**src/sms_params.svh**
```systemverilog
// constants for the sensor measure sequencer
// assumes inclusion by bare name from the module and the testbench
`ifndef SMS_PARAMS_SVH
`define SMS_PARAMS_SVH
`define SMS_ADDR_STATUS_CTRL   8'h00
`define SMS_ADDR_CTRL          8'h01
`define SMS_ADDR_SETTLE        8'h02
`define SMS_ADDR_RESULT_LO     8'h03
`define SMS_ADDR_RESULT_HI     8'h04
`define SMS_ADDR_ISD           8'h05
`define SMS_ADDR_SP            8'h06
`define SMS_BIT_FLAG           7
`define SMS_BIT_START          4
`define SMS_BIT_LOW_POWER_DIRECT_MODE           3
`define SMS_BIT_ENABLE         7
`define SMS_BIT_CAPTURE        6
`define SMS_RESET_BYTE         8'h00
`define SMS_RESET_DELAY        16'h0000
`define SMS_CE_TIME_NS         100
`define SMS_CLK_PERIOD_NS      5
`define SMS_CE_CYCLES          ((`SMS_CE_TIME_NS + `SMS_CLK_PERIOD_NS - 1) / `SMS_CLK_PERIOD_NS)
`define SMS_CLR_SYNC_CYCLES    2
`endif

```
**src/sms_pkg.sv**
```systemverilog
// types for the sensor measure sequencer
// assumes sms_params.svh is available
package sms_pkg;
  typedef enum logic [2:0] {
    IDLE,
    SETTLE,
    TRIG,
    CONVERT,
    CLEARSYNC
  } sms_state_t;
  typedef struct packed {
    logic [7:0] addr;
    logic [7:0] wdata;
    logic       wr;
    logic       rd;
  } sms_bus_t;
endpackage

```
**src/sms_sequencer.sv**
```systemverilog
// sensor measure sequencer: register port, settling counter, adc trigger
// assumes adc pulses conversion done; inputs synchronous to ref_clk
// Summary of operation
// - three sub-modes: automatic, direct, low power direct.
// - interface disabled and idle whenever deep stop mode is active.
// - automatic ends after one measurement; others keep running.
// - direct and low power direct keep signal chain powered continuously.
// - setting start bit begins one automatic sequence, powering transducer.
// - after automatic settling delay, pulse adc trigger.
// - after automatic conversion, clear start bit and power down.
// - start bit clears with chain off; internal sync then allows restart.
// - interface flag never asserted during automatic mode.
// - direct mode uses enable bit 7 and capture bit 6 of control.
// - direct: capture synchronised, trigger after capture-to-trigger time.
// - direct: capture bit clears itself after one full clock.
// - recapture while enabled repeats; clearing enable stops.
// - direct: clearing enable is ignored while capture is still set.
// - after enable clears, power down the chain and return to standby.
// - after each trigger, conversion complete flag is raised.
// - reading result low byte clears conversion complete.
// - standby means all control bits and settling select zero.
// - low power direct: first uses initial delay, later sample period.
// - low power direct bit going low clears capture.
`timescale 1ns/1ps
`include "sms_params.svh"
module sms_sequencer #(
  parameter int DW = 16
) (
  input  wire logic         ref_clk,
  input  wire logic         rst,
  input  wire logic [7:0]   busAddr,
  input  wire logic [7:0]   busWdata,
  input  wire logic         busWr,
  input  wire logic         busRd,
  output logic      [7:0]   busRdata,
  input  wire logic         deepStop,
  input  wire logic         adcDone,
  input  wire logic [15:0]  adcResult,
  output logic              chainOn,
  output logic              adcTrigger,
  output logic              convComplete
);
  // ----------------------------------------
  // registers
  // ----------------------------------------
  sms_pkg::sms_state_t stateReg;
  sms_pkg::sms_bus_t   bus;
  logic            startReg;
  logic            lpdmReg;
  logic            enableReg;
  logic            captureReg;
  logic [2:0]      settleSelReg;
  logic [DW-1:0]   isdReg;
  logic [DW-1:0]   spReg;
  logic [DW-1:0]   cntReg;
  logic            lpFirstReg;
  logic [15:0]     resultReg;
  logic            cocoReg;
  logic [1:0]      clrSyncCnt;
  logic            startClearSync;
  logic            lpdmPrev;
  logic            wrSc;
  logic            wrCtrl;
  logic            capRise;
  logic            startReq;
  logic            directMode;
  logic            rdLo;
  logic [DW-1:0]   ceCycles;
  logic            convPendReg;
  // capture-to-trigger delay in cycles, for the checks
  localparam int CE_DLY = `SMS_CE_CYCLES;

  assign bus = '{addr: busAddr, wdata: busWdata, wr: busWr, rd: busRd};
  assign wrSc = bus.wr && (bus.addr == `SMS_ADDR_STATUS_CTRL);
  assign wrCtrl = bus.wr && (bus.addr == `SMS_ADDR_CTRL);
  assign rdLo = bus.rd && (bus.addr == `SMS_ADDR_RESULT_LO);
  assign directMode = enableReg && !lpdmReg;
  assign ceCycles = DW'(`SMS_CE_CYCLES);
  // new capture only accepted from idle
  assign capRise = wrCtrl && bus.wdata[`SMS_BIT_CAPTURE] && enableReg && !captureReg
                   && stateReg == sms_pkg::IDLE && !deepStop;
  assign startReq = wrSc && bus.wdata[`SMS_BIT_START] && !startReg && !enableReg
                    && !startClearSync && !deepStop && stateReg == sms_pkg::IDLE;
  assign startClearSync = (clrSyncCnt != 2'h0);

  // ----------------------------------------
  // control bits
  // ----------------------------------------
  always_ff @(posedge ref_clk or posedge rst) begin
    if (rst) begin
      lpdmReg <= 1'b0;
      enableReg <= 1'b0;
      settleSelReg <= 3'h0;
      isdReg <= '0;
      spReg <= '0;
    end else if (deepStop) begin
      lpdmReg <= 1'b0;
      enableReg <= 1'b0;
      settleSelReg <= 3'h0;
    end else begin
      if (wrSc) begin
        lpdmReg <= bus.wdata[`SMS_BIT_LOW_POWER_DIRECT_MODE];
      end
      if (wrCtrl) begin
        // disable refused while a direct capture is pending
        if (bus.wdata[`SMS_BIT_ENABLE] || !captureReg || lpdmReg) begin
          enableReg <= bus.wdata[`SMS_BIT_ENABLE];
        end
        settleSelReg <= bus.wdata[2:0];
      end
      if (bus.wr && bus.addr == `SMS_ADDR_ISD) begin
        isdReg <= DW'(bus.wdata);
      end
      if (bus.wr && bus.addr == `SMS_ADDR_SP) begin
        spReg <= DW'(bus.wdata);
      end
    end
  end

  always_ff @(posedge ref_clk or posedge rst) begin
    if (rst) begin
      lpdmPrev <= 1'b0;
    end else begin
      lpdmPrev <= lpdmReg;
    end
  end

  // ----------------------------------------
  // capture bit
  // ----------------------------------------
  always_ff @(posedge ref_clk or posedge rst) begin
    if (rst) begin
      captureReg <= 1'b0;
    end else if (deepStop || (lpdmPrev && !lpdmReg)) begin
      captureReg <= 1'b0;
    end else if (capRise) begin
      captureReg <= 1'b1;
    end else if (captureReg && !lpdmReg && stateReg == sms_pkg::SETTLE) begin
      captureReg <= 1'b0;
    end
  end

  // ----------------------------------------
  // start bit and clear sync
  // ----------------------------------------
  always_ff @(posedge ref_clk or posedge rst) begin
    if (rst) begin
      startReg <= 1'b0;
    end else if (deepStop || (startReg && !chainOn && stateReg == sms_pkg::CLEARSYNC)) begin
      startReg <= 1'b0;
    end else if (startReq) begin
      startReg <= 1'b1;
    end
  end

  always_ff @(posedge ref_clk or posedge rst) begin
    if (rst) begin
      clrSyncCnt <= 2'h0;
    end else if (startReg && stateReg == sms_pkg::CLEARSYNC) begin
      clrSyncCnt <= 2'(`SMS_CLR_SYNC_CYCLES);
    end else if (clrSyncCnt != 2'h0) begin
      clrSyncCnt <= clrSyncCnt - 2'h1;
    end
  end

  // ----------------------------------------
  // sequencer
  // ----------------------------------------
  always_ff @(posedge ref_clk or posedge rst) begin
    if (rst) begin
      stateReg <= sms_pkg::IDLE;
      cntReg <= '0;
      lpFirstReg <= 1'b1;
    end else if (deepStop) begin
      stateReg <= sms_pkg::IDLE;
      lpFirstReg <= 1'b1;
    end else begin
      case (stateReg)
        sms_pkg::IDLE: begin
          if (!lpdmReg) begin
            lpFirstReg <= 1'b1;
          end
          if (startReq) begin
            cntReg <= isdReg;
            stateReg <= sms_pkg::SETTLE;
          end else if (capRise) begin
            cntReg <= lpdmReg ? (lpFirstReg ? isdReg : spReg) : ceCycles;
            stateReg <= sms_pkg::SETTLE;
          end
        end
        sms_pkg::SETTLE: begin
          if (cntReg <= DW'(1)) begin
            stateReg <= sms_pkg::TRIG;
          end else begin
            cntReg <= cntReg - DW'(1);
          end
        end
        sms_pkg::TRIG: begin
          lpFirstReg <= 1'b0;
          if (lpdmReg && enableReg && captureReg) begin
            cntReg <= spReg;
          end
          stateReg <= sms_pkg::CONVERT;
        end
        sms_pkg::CONVERT: begin
          if (lpdmReg && enableReg && captureReg) begin
            // period counts from the trigger cycle itself
            if (cntReg > DW'(2)) begin
              cntReg <= cntReg - DW'(1);
            end else begin
              stateReg <= sms_pkg::TRIG;
            end
            // no conversion left in flight: nothing to wait for
          end else if (adcDone || !convPendReg) begin
            stateReg <= startReg ? sms_pkg::CLEARSYNC : sms_pkg::IDLE;
          end
        end
        sms_pkg::CLEARSYNC: begin
          stateReg <= sms_pkg::IDLE;
        end
        default: begin
          stateReg <= sms_pkg::IDLE;
        end
      endcase
    end
  end

  // ----------------------------------------
  // conversion in flight
  // ----------------------------------------
  always_ff @(posedge ref_clk or posedge rst) begin
    if (rst) begin
      convPendReg <= 1'b0;
    end else if (adcTrigger) begin
      convPendReg <= 1'b1;
    end else if (adcDone) begin
      convPendReg <= 1'b0;
    end
  end

  // chain powered while enabled or during an automatic run
  assign chainOn = enableReg || (startReg && stateReg != sms_pkg::CLEARSYNC);
  assign adcTrigger = (stateReg == sms_pkg::TRIG);

  // ----------------------------------------
  // conversion result and flag
  // ----------------------------------------
  always_ff @(posedge ref_clk or posedge rst) begin
    if (rst) begin
      cocoReg <= 1'b0;
      resultReg <= 16'h0000;
    end else if (adcDone) begin
      cocoReg <= 1'b1;
      resultReg <= adcResult;
    end else if (rdLo) begin
      cocoReg <= 1'b0;
    end
  end
  assign convComplete = cocoReg;

  // ----------------------------------------
  // read port
  // ----------------------------------------
  always_ff @(posedge ref_clk or posedge rst) begin
    if (rst) begin
      busRdata <= `SMS_RESET_BYTE;
    end else if (bus.rd) begin
      if (bus.addr == `SMS_ADDR_STATUS_CTRL) begin
        // flag only in direct mode, not in low power direct
        busRdata <= {directMode && cocoReg, 2'h0, startReg, lpdmReg, 3'h0};
      end else if (bus.addr == `SMS_ADDR_CTRL) begin
        busRdata <= {enableReg, captureReg, 3'h0, settleSelReg};
      end else if (bus.addr == `SMS_ADDR_SETTLE) begin
        busRdata <= {5'h00, stateReg};
      end else if (bus.addr == `SMS_ADDR_RESULT_LO) begin
        busRdata <= resultReg[7:0];
      end else if (bus.addr == `SMS_ADDR_RESULT_HI) begin
        busRdata <= resultReg[15:8];
      end else if (bus.addr == `SMS_ADDR_ISD) begin
        busRdata <= isdReg[7:0];
      end else if (bus.addr == `SMS_ADDR_SP) begin
        busRdata <= spReg[7:0];
      end else begin
        busRdata <= 8'h00;
      end
    end else begin
      busRdata <= 8'h00;
    end
  end

  // ----------------------------------------
  // checks
  // ----------------------------------------
  trig_one_pulse_a: assert property (@(posedge ref_clk) disable iff (rst)
    adcTrigger |=> !adcTrigger) else $error("trigger longer than one cycle");
  deep_stop_idle_a: assert property (@(posedge ref_clk) disable iff (rst)
    deepStop |=> !enableReg && !startReg && !captureReg) else $error("active in deep stop");
  cap_self_clear_a: assert property (@(posedge ref_clk) disable iff (rst)
    $rose(captureReg) && !lpdmReg && !deepStop |=> ##1 !captureReg)
    else $error("capture did not clear");
  enable_hold_a: assert property (@(posedge ref_clk) disable iff (rst)
    captureReg && enableReg && !lpdmReg && !deepStop |=> enableReg)
    else $error("enable cleared during capture");
  conversion_complete_set_a: assert property (@(posedge ref_clk) disable iff (rst)
    adcDone |=> convComplete) else $error("complete flag not set");
  conversion_complete_clear_a: assert property (@(posedge ref_clk) disable iff (rst)
    rdLo && !adcDone |=> !convComplete) else $error("complete flag not cleared");
  low_power_direct_mode_cap_clr_a: assert property (@(posedge ref_clk) disable iff (rst)
    $fell(lpdmReg) |=> !captureReg) else $error("capture kept after low_power_direct_mode exit");
  start_chain_a: assert property (@(posedge ref_clk) disable iff (rst)
    startReq |=> startReg && chainOn) else $error("start not taken");
  auto_trig_a: assert property (@(posedge ref_clk) disable iff (rst)
    startReq && isdReg == DW'(1) |=> ##1 adcTrigger) else $error("trigger not after delay");
  flag_auto_a: assert property (@(posedge ref_clk) disable iff (rst)
    bus.rd && bus.addr == `SMS_ADDR_STATUS_CTRL && !enableReg |=> !busRdata[7])
    else $error("flag shown in automatic mode");
  direct_trig_a: assert property (@(posedge ref_clk) disable iff (rst || deepStop)
    capRise && !lpdmReg |=> ##[CE_DLY:CE_DLY] adcTrigger) else $error("direct trigger late");
  lp_first_a: assert property (@(posedge ref_clk) disable iff (rst)
    capRise && lpdmReg && lpFirstReg |=> cntReg == isdReg)
    else $error("first delay not initial");
  lp_repeat_a: assert property (@(posedge ref_clk) disable iff (rst || deepStop)
    stateReg == sms_pkg::CONVERT && cntReg == DW'(3) && lpdmReg && enableReg && captureReg
    && !wrSc && !wrCtrl |=> ##1 adcTrigger) else $error("sample period trigger missing");
  conv_leave_a: assert property (@(posedge ref_clk) disable iff (rst)
    stateReg == sms_pkg::CONVERT && !convPendReg && !(lpdmReg && enableReg && captureReg)
    |=> stateReg != sms_pkg::CONVERT) else $error("sequencer stuck after measurement");
  auto_clear_a: assert property (@(posedge ref_clk) disable iff (rst)
    stateReg == sms_pkg::CLEARSYNC && !enableReg |=> !startReg)
    else $error("start not cleared");
  pend_set_a: assert property (@(posedge ref_clk) disable iff (rst)
    adcTrigger |=> convPendReg) else $error("conversion not marked in flight");
  auto_cov_c: cover property (@(posedge ref_clk) disable iff (rst)
    startReq ##[1:300] adcTrigger ##[1:300] !startReg);
  direct_cov_c: cover property (@(posedge ref_clk) disable iff (rst)
    capRise && !lpdmReg ##[1:100] adcTrigger);
  low_power_direct_mode_cov_c: cover property (@(posedge ref_clk) disable iff (rst)
    lpdmReg && adcTrigger ##[1:600] adcTrigger);
  exit_cov_c: cover property (@(posedge ref_clk) disable iff (rst)
    $fell(lpdmReg) ##[1:20] stateReg == sms_pkg::IDLE);
endmodule

```
**config.mk**
```make
export PLATFORM = sky130hd
export DESIGN_NAME = sms_sequencer
export DESIGN_NICKNAME = d
export VERILOG_FILES = /design/src/sms_pkg.sv /design/src/sms_sequencer.sv
export VERILOG_INCLUDE_DIRS = /design/src
export SDC_FILE = /design/constraint.sdc
export NUM_CORES = 1
export LEC_CHECK = 0
export ABC_CLOCK_PERIOD_IN_PS = 2350
export BUFFER_PORTS_ARGS = -buffer_cell sky130_fd_sc_hd__buf_2
export CAP_MARGIN = 40
export CORE_MARGIN = 5
export CORE_UTILIZATION = 30
export CTS_CLUSTER_SIZE = 20
export DETAILED_ROUTE_END_ITERATION = 16
export GPL_ROUTABILITY_DRIVEN = 1
export PLACE_DENSITY_LB_ADDON = 0.05
export SLEW_MARGIN = 20
export SYNTH_ARGS = -nofsm -noshare
export SYNTH_HDL_FRONTEND = slang
export SYNTH_SLANG_ARGS = --single-unit
```
**constraint.sdc**
```tcl
create_clock -name ref_clk -period 2.35 [get_ports ref_clk]
set_input_delay 0.235 -clock ref_clk [delete_from_list [all_inputs] [get_ports ref_clk]]
set_output_delay 0.235 -clock ref_clk [all_outputs]
set_load 0.01 [all_outputs]
```
==> results of run 1 <==
cells in the final DEF (no fill, tap or decap), types with 7 or more instances in the layout:
cell and count:
dfrtp_1 71, buf_2 48, nor2_1 45, nand2_1 40, mux2_2 34, o21ai_0 26, a21oi_1 21, buf_4 21
nor3_1 11, inv_1 9, clkbuf_16 9, nor2b_1 8, a211oi_1 8, mux2i_1 8, nand3_1 7
final cells by class:
cell class,count,area share (%)
repair buffers,71,8.944
well taps,172,4.498
clock buffers,11,5.073
multi-input cells,295,41.84
clock inverters,5,1.177
flip-flops and latches,72,37.68
inverters,10,0.7845
metal layers:
metal | GRT usage [%] | wire, um | up-vias
met2 | 23.12 | 5284 | 77
met3 | 3.002 | 386 | 24
li1 | - | - | 1575
met1 | 21.49 | 5601 | 1612
met4 | 7.995 | 409 | 0
met5 | 0 | 0 | -
timing repair:
action / 4_1_cts / 5_1_grt
gates resized for setup: 0 / 1
setup endpoints to repair: 0 / 4
hold buffers: 1 / 0
hold endpoints to repair: 16 / 0
buffers inserted: 0 / 0
critical path, delay by kind of cell, from the launching register on:
family | cells | cell delay, ps
compound gates | 3 | 700
flops | 1 | 350
simple gates | 3 | 690
buf+inv | 1 | 50
fa+ha+maj | 1 | 250
through the flow:
| stage | setup WS (ps) | hold slack [ps] |
|---|---|---|
| global placement | 251.2 | 357.3 |
| finish | 188.4 | 127.2 |
| CTS | 208.8 | 113.6 |
| floorplan | 291.7 | 348.7 |
| global route | 0.4379 | 117.7 |
| detailed placement | 214.2 | 359.0 |
worst paths after layout:
check | start | slack [ps] | endpoint
setup reg to reg | clrSyncCnt[0] | 190 | cntReg[1]
min in group asynchronous | rst | 490 | stateReg[2]
hold reg to reg | clrSyncCnt[1] | 510 | clrSyncCnt[1]
setup / recovery | clrSyncCnt[0] | 190 | cntReg[1]
hold / removal | adcResult[11] | 130 | resultReg[11]
max in group asynchronous | rst | 1470 | lpFirstReg
power by group:
part           switching, mW  internal, mW
Clock                  0.531         0.849
Sequential             0.118          1.36
Combinational          0.443         0.342
cell families after synthesis:
group,share of synthesized area (%)
flops,45.91
xor+xnor,0.4461
buf+inv,3.250
compound gates,17.20
fa+ha+maj,1.274
mux,11.79
simple gates,20.13
registers in the layout, summed over array words and instances, names as in the netlist:
name / count
startReg: 1
settleSelReg: 3
busRdata: 8
spReg: 8
isdReg: 8
lpdmReg: 1
resultReg: 16
clrSyncCnt: 2
convPendReg: 1
stateReg: 3
lpFirstReg: 1
cntReg: 16
convComplete: 1
enableReg: 1
captureReg: 1
lpdmPrev: 1
==> results.toml, run 1 <==
[outcome]
status = "finished clean"

[floorplan]
core_region_area_mm2 = 0.01272
die_h_um = 124.4
initial_core_util_pct = 30.87
rows = 41
dieArea_mm2 = 0.01548
die_w_um = 124.4
ios = 49

[power_and_ir_drop]
irDropWorstVdd_uv = 279.2
p_total_mw = 3.642
power_density_mw_per_mm2 = 761.1
p_leak_nw = 2.146

[yosys]
ys_warn_count = 0
async_flop_share_pct = 100.0
synth_area_leaders = "dfrtp_1 (45%), mux2_2 (9.7%), nor2_1 (4.3%)"
synth.ff_latch_count = 72
syn_area_per_cell_um2 = 9.918
ys_seq_area_share_pct = 45.91
synth.net_count = 438
synth.largest_area_cell = "dfrtp_1"
yosysMostFrequentCell = "dfrtp_1"
synth_edf_count = 0
ys.flop_type = "dfrtp_1"
syn_area_mm2 = 0.003928
synthTopCellsByCount = "dfrtp_1 (71), nor2_1 (45), nand2_1 (40)"
netlist.area_leader.share_pct = 45.24
yosys.cell_types.count = 64
synth_cells = 396

[setup_path]
max_stage_delay_ps = 350
critical_path.slowest_cell = "dfrtp_1"
startpoint_type = "flip-flop"
worstPathRequired_ps = 2560
cp.arrival_ps = 2370
end_kind = "flip-flop"
cp_max_fo = 5
r2r_cells = 8
critical_path_class = "reg -> reg"
crit_chain = "inv_1 > ha_1 > and4bb_1 > and4_1 > a22o_1 > and2_4 > a221oi_1 > o21ai_0"

[timing]
slew_headroom_pct = 62.92
min_period_ps = 2162
skew_ps = 5.916
post-route-period-util_pct = 91.98
fmax_ghz = 0.4626
fin_tns_setup_ps = 0
drv_slew = 0
tightest_slew_ps = 556.3
rsz0062_at_grt = "no"
hold_viol = 0
finalSetupViolCount = 0

[grt]
track_usage_pct = 15.57
grt_max_degree = 73
grt_pass1_vias = 3433
grt_first_pass_wirelength_mm = 19.02
grt_overflow = 0
grt_antenna_before_repair = 0

[final_layout]
multi_input_area_mm2 = 0.002002
diodes = 0
area_growth_syn_to_layout_pct = 21.82
final_util_pct = 37.61
num-nets-final = 501
register_area_mm2 = 0.001803
final_cells = 636
drive_above_1_share_pct = 29.31
fin_area_mm2 = 0.004785
n_fill_cell = 1339

[clocking]
cts_tree = "yes"
clockRootBuffer = "clkbuf_16"
clkLatencyLatePin_ps = 340
clockBufferDepth = 2
clock-sinks = 72
htreeDepth = 3
cts_made_buffers = 9
path_clk_slew_ps = 60

[detailed_routing]
via_per_inst = 5.170
ant_nets = 0
drt-pass1-iter-count = 5
drc = 0
drtIter0Drc = 205
vias = 3288
wl_per_cell_um = 18.37
wirelength_mm = 11.68

[placed_design]
dp_hpwl_mm = 8.895
dpl.cell_count = 619
dpl_cell_area_mm2 = 0.004471
gp_congestion = 0.8554
numPortBuffers = 48

[flow_run]
maxCapViolCount = 0

[min_path]
whs_path_depth = 2
hold_class = "in -> reg"
Power figures use the tool's default switching activity.
==> run 2, diff against run 1 <==
--- a/config.mk
+++ b/config.mk
@@ -6,6 +6,7 @@
 export SDC_FILE = /design/constraint.sdc
 export NUM_CORES = 1
 export LEC_CHECK = 0
+export ABC_AREA = 1
 export ABC_CLOCK_PERIOD_IN_PS = 2350
 export BUFFER_PORTS_ARGS = -buffer_cell sky130_fd_sc_hd__buf_2
 export CAP_MARGIN = 40
==> results.toml, run 2 <==
[yosys]
synth.largest_area_cell = "dfrtp_1"
synth_cells = 573
syn_area_per_cell_um2 = 7.252
yosys.cell_types.count = 39
synth_area_leaders = "dfrtp_1 (43%), nand2_1 (14%), o21ai_0 (6.9%)"
ys.flop_type = "dfrtp_1"
syn_area_mm2 = 0.004155
synthTopCellsByCount = "nand2_1 (151), inv_1 (72), dfrtp_1 (71)"
synth.net_count = 615
async_flop_share_pct = 100.0
yosysMostFrequentCell = "nand2_1"
synth.ff_latch_count = 72
netlist.area_leader.share_pct = 42.76
ys_warn_count = 0
ys_seq_area_share_pct = 43.39
synth_edf_count = 0

[clocking]
clockBufferDepth = 2
clockRootBuffer = "clkbuf_16"
cts_made_buffers = 9
cts_setup_buffers = 0
clock-sinks = 72
htreeDepth = 3
path_clk_slew_ps = 60
clkLatencyLatePin_ps = 340
cts_tree = "yes"

[detailed_routing]
ant_nets = 0
vias = 3800
drt-pass1-iter-count = 4
wirelength_mm = 12.36
drc = 0
via_per_inst = 4.691
wl_per_cell_um = 15.26
drtIter0Drc = 229

[setup_path]
end_kind = "flip-flop"
crit_start = "cntReg[0]"
r2r_slack_ps = 530
critical_path_class = "reg -> reg"
cp_max_fo = 6
cp.arrival_ps = 2050
worstPathRequired_ps = 2580
startpoint_type = "flip-flop"
timing.rr.start = "cntReg[0]"

[grt]
track_usage_pct = 16.40
grt_antenna_before_repair = 0
grt_first_pass_wirelength_mm = 20.72
grt_pass1_vias = 3910
grt_overflow = 0
grt_max_degree = 73

[timing]
skew_ps = 3.556
hold_viol = 0
post-route-period-util_pct = 77.35
tightest_slew_ps = 570.7
holdWs_ps = 85.63
fin_tns_setup_ps = 0
fmax_ghz = 0.5501
drv_slew = 0
finalSetupViolCount = 0
rsz0062_at_grt = "no"
min_period_ps = 1818
slew_headroom_pct = 61.66

[floorplan]
rows = 43
die_h_um = 127.7
ios = 49
core_region_area_mm2 = 0.01372
initial_core_util_pct = 30.29
die_w_um = 127.7
dieArea_mm2 = 0.01630

[final_layout]
final_common_cell = "nand2_1"
final_cell_mix = "nand2_1 (151), inv_1 (71), dfrtp_1 (71), nor2_1 (61), o21ai_0 (57)"
n_fill_cell = 1516
drive_above_1_share_pct = 16.98
multi_input_area_mm2 = 0.001977
area_growth_syn_to_layout_pct = 18.58
top_regs = "cntReg x16, resultReg x16"
register_area_mm2 = 0.001803
diodes = 0
num-nets-final = 667

[placed_design]
numPortBuffers = 48
dp_hpwl_mm = 9.326
gp_congestion = 0.8123

[power_and_ir_drop]
irDropWorstVdd_uv = 363.5
p_leak_nw = 2.478
power_density_mw_per_mm2 = 814.0

[min_path]
worstHoldStart = "adcResult[0]"
hold_class = "in -> reg"

[outcome]
status = "finished clean"

[flow_run]
maxCapViolCount = 0
run 2: area by class of cell:
class,count,area share [%]
multi-input cells,408,40.12
flip-flops and latches,72,36.59
inverters,81,6.221
repair buffers,53,5.942
clock buffers,11,4.926
well taps,180,4.571
clock inverters,5,1.625
run 2: through the flow:
stage / cells / power (mW) / utilization, % / area, um2 / setup WS [ps]
CTS: 810 / 4.072 / 35.91 / 4927 / 527.7
global route: 810 / 4.275 / 35.91 / 4927 / 352.1
finish: 810 / 4.011 / 35.91 / 4927 / 532.2
floorplan: 573 / 2.243 / - / 4155 / 291.7
detailed placement: 793 / 2.527 / 33.49 / 4594 / 507.3
global placement: 793 / 2.529 / 33.49 / 4594 / 536.1
run 2: per-layer routing:
| layer | GRT usage (%) | vias up | routed length, um |
|---|---|---|---|
| met1 | 21.46 | 1781 | 5883 |
| met3 | 3.375 | 11 | 437 |
| met2 | 27.38 | 66 | 5853 |
| met4 | 5.056 | 0 | 188 |
| met5 | 0 | - | 0 |
| li1 | - | 1942 | - |
run 2: timing repair:
item / CTS / global route
gates resized for setup: 0 / 0
endpoints found under the hold margin: 29 / 0
hold buffers: 1 / 0
run 2: final timing paths:
check / endpoint / cells after the start
setup / recovery: cntReg[6] / 9
hold / removal: resultReg[0] / 3
setup reg to reg: cntReg[6] / 9
hold reg to reg: captureReg / 1
max in group asynchronous: lpFirstReg / 4
min in group asynchronous: isdReg[0] / 4
run 2: cells by family after synthesis:
| kind of cell | after synthesis | share of synthesized area, % |
|---|---|---|
| AO/OA/AOI/OAI | 111 | 14.36 |
| XOR/XNOR | 5 | 1.054 |
| adder cells (fa/ha/maj) | 4 | 1.205 |
| buffers and inverters | 93 | 9.033 |
| flip-flops | 72 | 43.39 |
| AND/OR/NAND/NOR | 288 | 30.95 |
run 2: critical path, stage by stage, from the launching register on:
cell     delay [ps]
dfrtp_1         420
inv_1           140
ha_1            220
nand3_1         200
nor2_1          200
a21oi_1          90
o21ai_0         120
o21ai_0         130
nor2_1          110
a21oi_1          70
run 2: power breakdown:
group	internal, mW	leakage [nW]	switching (mW)	total [mW]
Clock	0.957	0.152	0.555	1.51
Combinational	0.321	1.38	0.699	1.02
Sequential	1.36	0.948	0.120	1.48
==> run 3, diff against run 2 <==
--- a/config.mk
+++ b/config.mk
@@ -6,8 +6,8 @@
 export SDC_FILE = /design/constraint.sdc
 export NUM_CORES = 1
 export LEC_CHECK = 0
-export ABC_AREA = 1
-export ABC_CLOCK_PERIOD_IN_PS = 2350
+export ABC_AREA = 0
+export ABC_CLOCK_PERIOD_IN_PS = 1500
 export BUFFER_PORTS_ARGS = -buffer_cell sky130_fd_sc_hd__buf_2
 export CAP_MARGIN = 40
 export CORE_MARGIN = 5
==> constraint.sdc (replaced) <==
create_clock -name ref_clk -period 1.5 [get_ports ref_clk]
set_input_delay 0.15 -clock ref_clk [delete_from_list [all_inputs] [get_ports ref_clk]]
set_output_delay 0.15 -clock ref_clk [all_outputs]
set_load 0.01 [all_outputs]
==> results.toml, run 3 (synthesis results as in run 1) <==
[outcome]
violations = "setup timing"
status = "finished, violations left"

[placed_design]
dpl_cell_area_mm2 = 0.005140
dp_hpwl_mm = 9.427
gp_congestion = 0.8279
dpl.cell_count = 700
numPortBuffers = 48
pre_cts_ws_ps = -500.9

[floorplan]
die_h_um = 124.4
rows = 41
core_region_area_mm2 = 0.01272
ios = 49
dieArea_mm2 = 0.01548
initial_core_util_pct = 30.87
die_w_um = 124.4

[final_layout]
final_cells = 730
final_common_cell = "buf_4"
drive_above_1_share_pct = 47.49
final_util_pct = 45.00
final_cell_mix = "buf_4 (103), dfrtp_1 (69), buf_2 (48), nor2_1 (42), nand2_1 (37)"
area_growth_syn_to_layout_pct = 45.78
diodes = 0
fin_area_mm2 = 0.005725
top_regs = "cntReg x16, resultReg x16"
num-nets-final = 595

[detailed_routing]
ant_nets = 0
wirelength_mm = 12.40
drtIter0Drc = 122
wl_per_cell_um = 16.99
vias = 3588
via_per_inst = 4.915
drt-pass1-iter-count = 6
drc = 0

[clocking]
clock-sinks = 72
htreeDepth = 3
clockRootBuffer = "clkbuf_16"
clkLatencyLatePin_ps = 350
clockBufferDepth = 2
path_clk_slew_ps = 60
cts_made_buffers = 9
cts_tree = "yes"

[timing]
slew_headroom_pct = 71.76
hold_viol = 0
post-route-period-util_pct = 126.3
setup_ws_ps = -394.1
finalSetupViolCount = 21
min_period_ps = 1894
rsz0062_at_grt = "yes"
fin_tns_setup_ps = -5790
holdWs_ps = 33.88
tightest_slew_ps = 423.6
skew_ps = 8.875
drv_slew = 0
fmax_ghz = 0.5279

[min_path]
hold_class = "in -> reg"
worstHoldEndpoint = "resultReg[9]"
whs_path_depth = 2
worstHoldStart = "adcResult[9]"

[setup_path]
cp.arrival_ps = 2130
r2r_cells = 7
cp_max_fo = 7
crit_family = "simple AND/OR/NAND/NOR gates"
rr_endpoint = "cntReg[0]"
critical_path.slowest_cell = "dfrtp_1"
path_buf_inv = 1
crit_start = "cntReg[4]"
worstPathRequired_ps = 1730
critical_path_class = "reg -> reg"
crit_chain = "nor4_4 > nand4_1 > nand4bb_4 > nand3_4 > buf_4 > a211oi_2 > a211o_1"
startpoint_type = "flip-flop"
r2r_slack_ps = -390
end_kind = "flip-flop"
max_stage_delay_ps = 410
timing.rr.start = "cntReg[4]"

[grt]
grt_antenna_before_repair = 0
grt_first_pass_wirelength_mm = 20.37
grt_max_degree = 73
track_usage_pct = 16.51
grt_pass1_vias = 3790
grt_overflow = 0

[power_and_ir_drop]
irDropWorstVdd_uv = 689.1
power_density_mw_per_mm2 = 1098
p_total_mw = 6.285
p_leak_nw = 2.639

[flow_run]
maxCapViolCount = 0
run 3: cell types whose count changed in the layout (fill, tap and decap cells not counted), moves of 7 or more:
cell	change
o21ai_2	+7
a211oi_1	+7
mux2_2	+34
nor2_1	-19
buf_4	+100
o22ai_1	-10
nand2_1	-114
mux2i_1	+8
o21ai_0	-47
buf_6	+10
inv_1	-64
nor2_2	-7
nand3_1	-27
nor2b_1	+7
run 3: cell type report:
cell class / instances / area (um2)
Sequential cell: 72 / 1805
Tap cell: 172 / 215.2
Inverter: 10 / 41.29
Timing Repair Buffer: 164 / 1176
Fill cell: 1311 / 6997
Multi-Input combinational cell: 296 / 2213
Clock inverter: 6 / 45.04
Clock buffer: 10 / 229.0
run 3: metal layers:
metal  GRT usage [%]  share of wire (%)  vias up
li1                -                  -     1774
met1           21.58                 47     1737
met2           27.10                 48       60
met3           3.645                3.5       17
met4           5.416                1.9        0
met5               0                  0        -
run 3: worst max-delay path by stage:
stage,end,slack (ps),cells after the start
floorplan,cntReg[1],-270,8
global placement,cntReg[6],-440,7
detailed placement,cntReg[6],-500,7
CTS,cntReg[15],-420,8
global route,cntReg[15],-520,8
finish,cntReg[0],-390,7
run 3: what timing repair did:
action                                  4_1_cts  5_1_grt
hold buffers                                  1        0
resized for setup                            34       19
endpoints found under the setup margin       22       24
endpoints found under the hold margin        71        0
gates cloned                                  1        0
buffers inserted                              8        5
pin swaps                                    13        9
run 3: power by group:
group | total (mW) | internal, mW | switching [mW]
Sequential | 2.28 | 2.13 | 0.154
Combinational | 1.98 | 1.02 | 0.959
Clock | 2.02 | 1.13 | 0.897
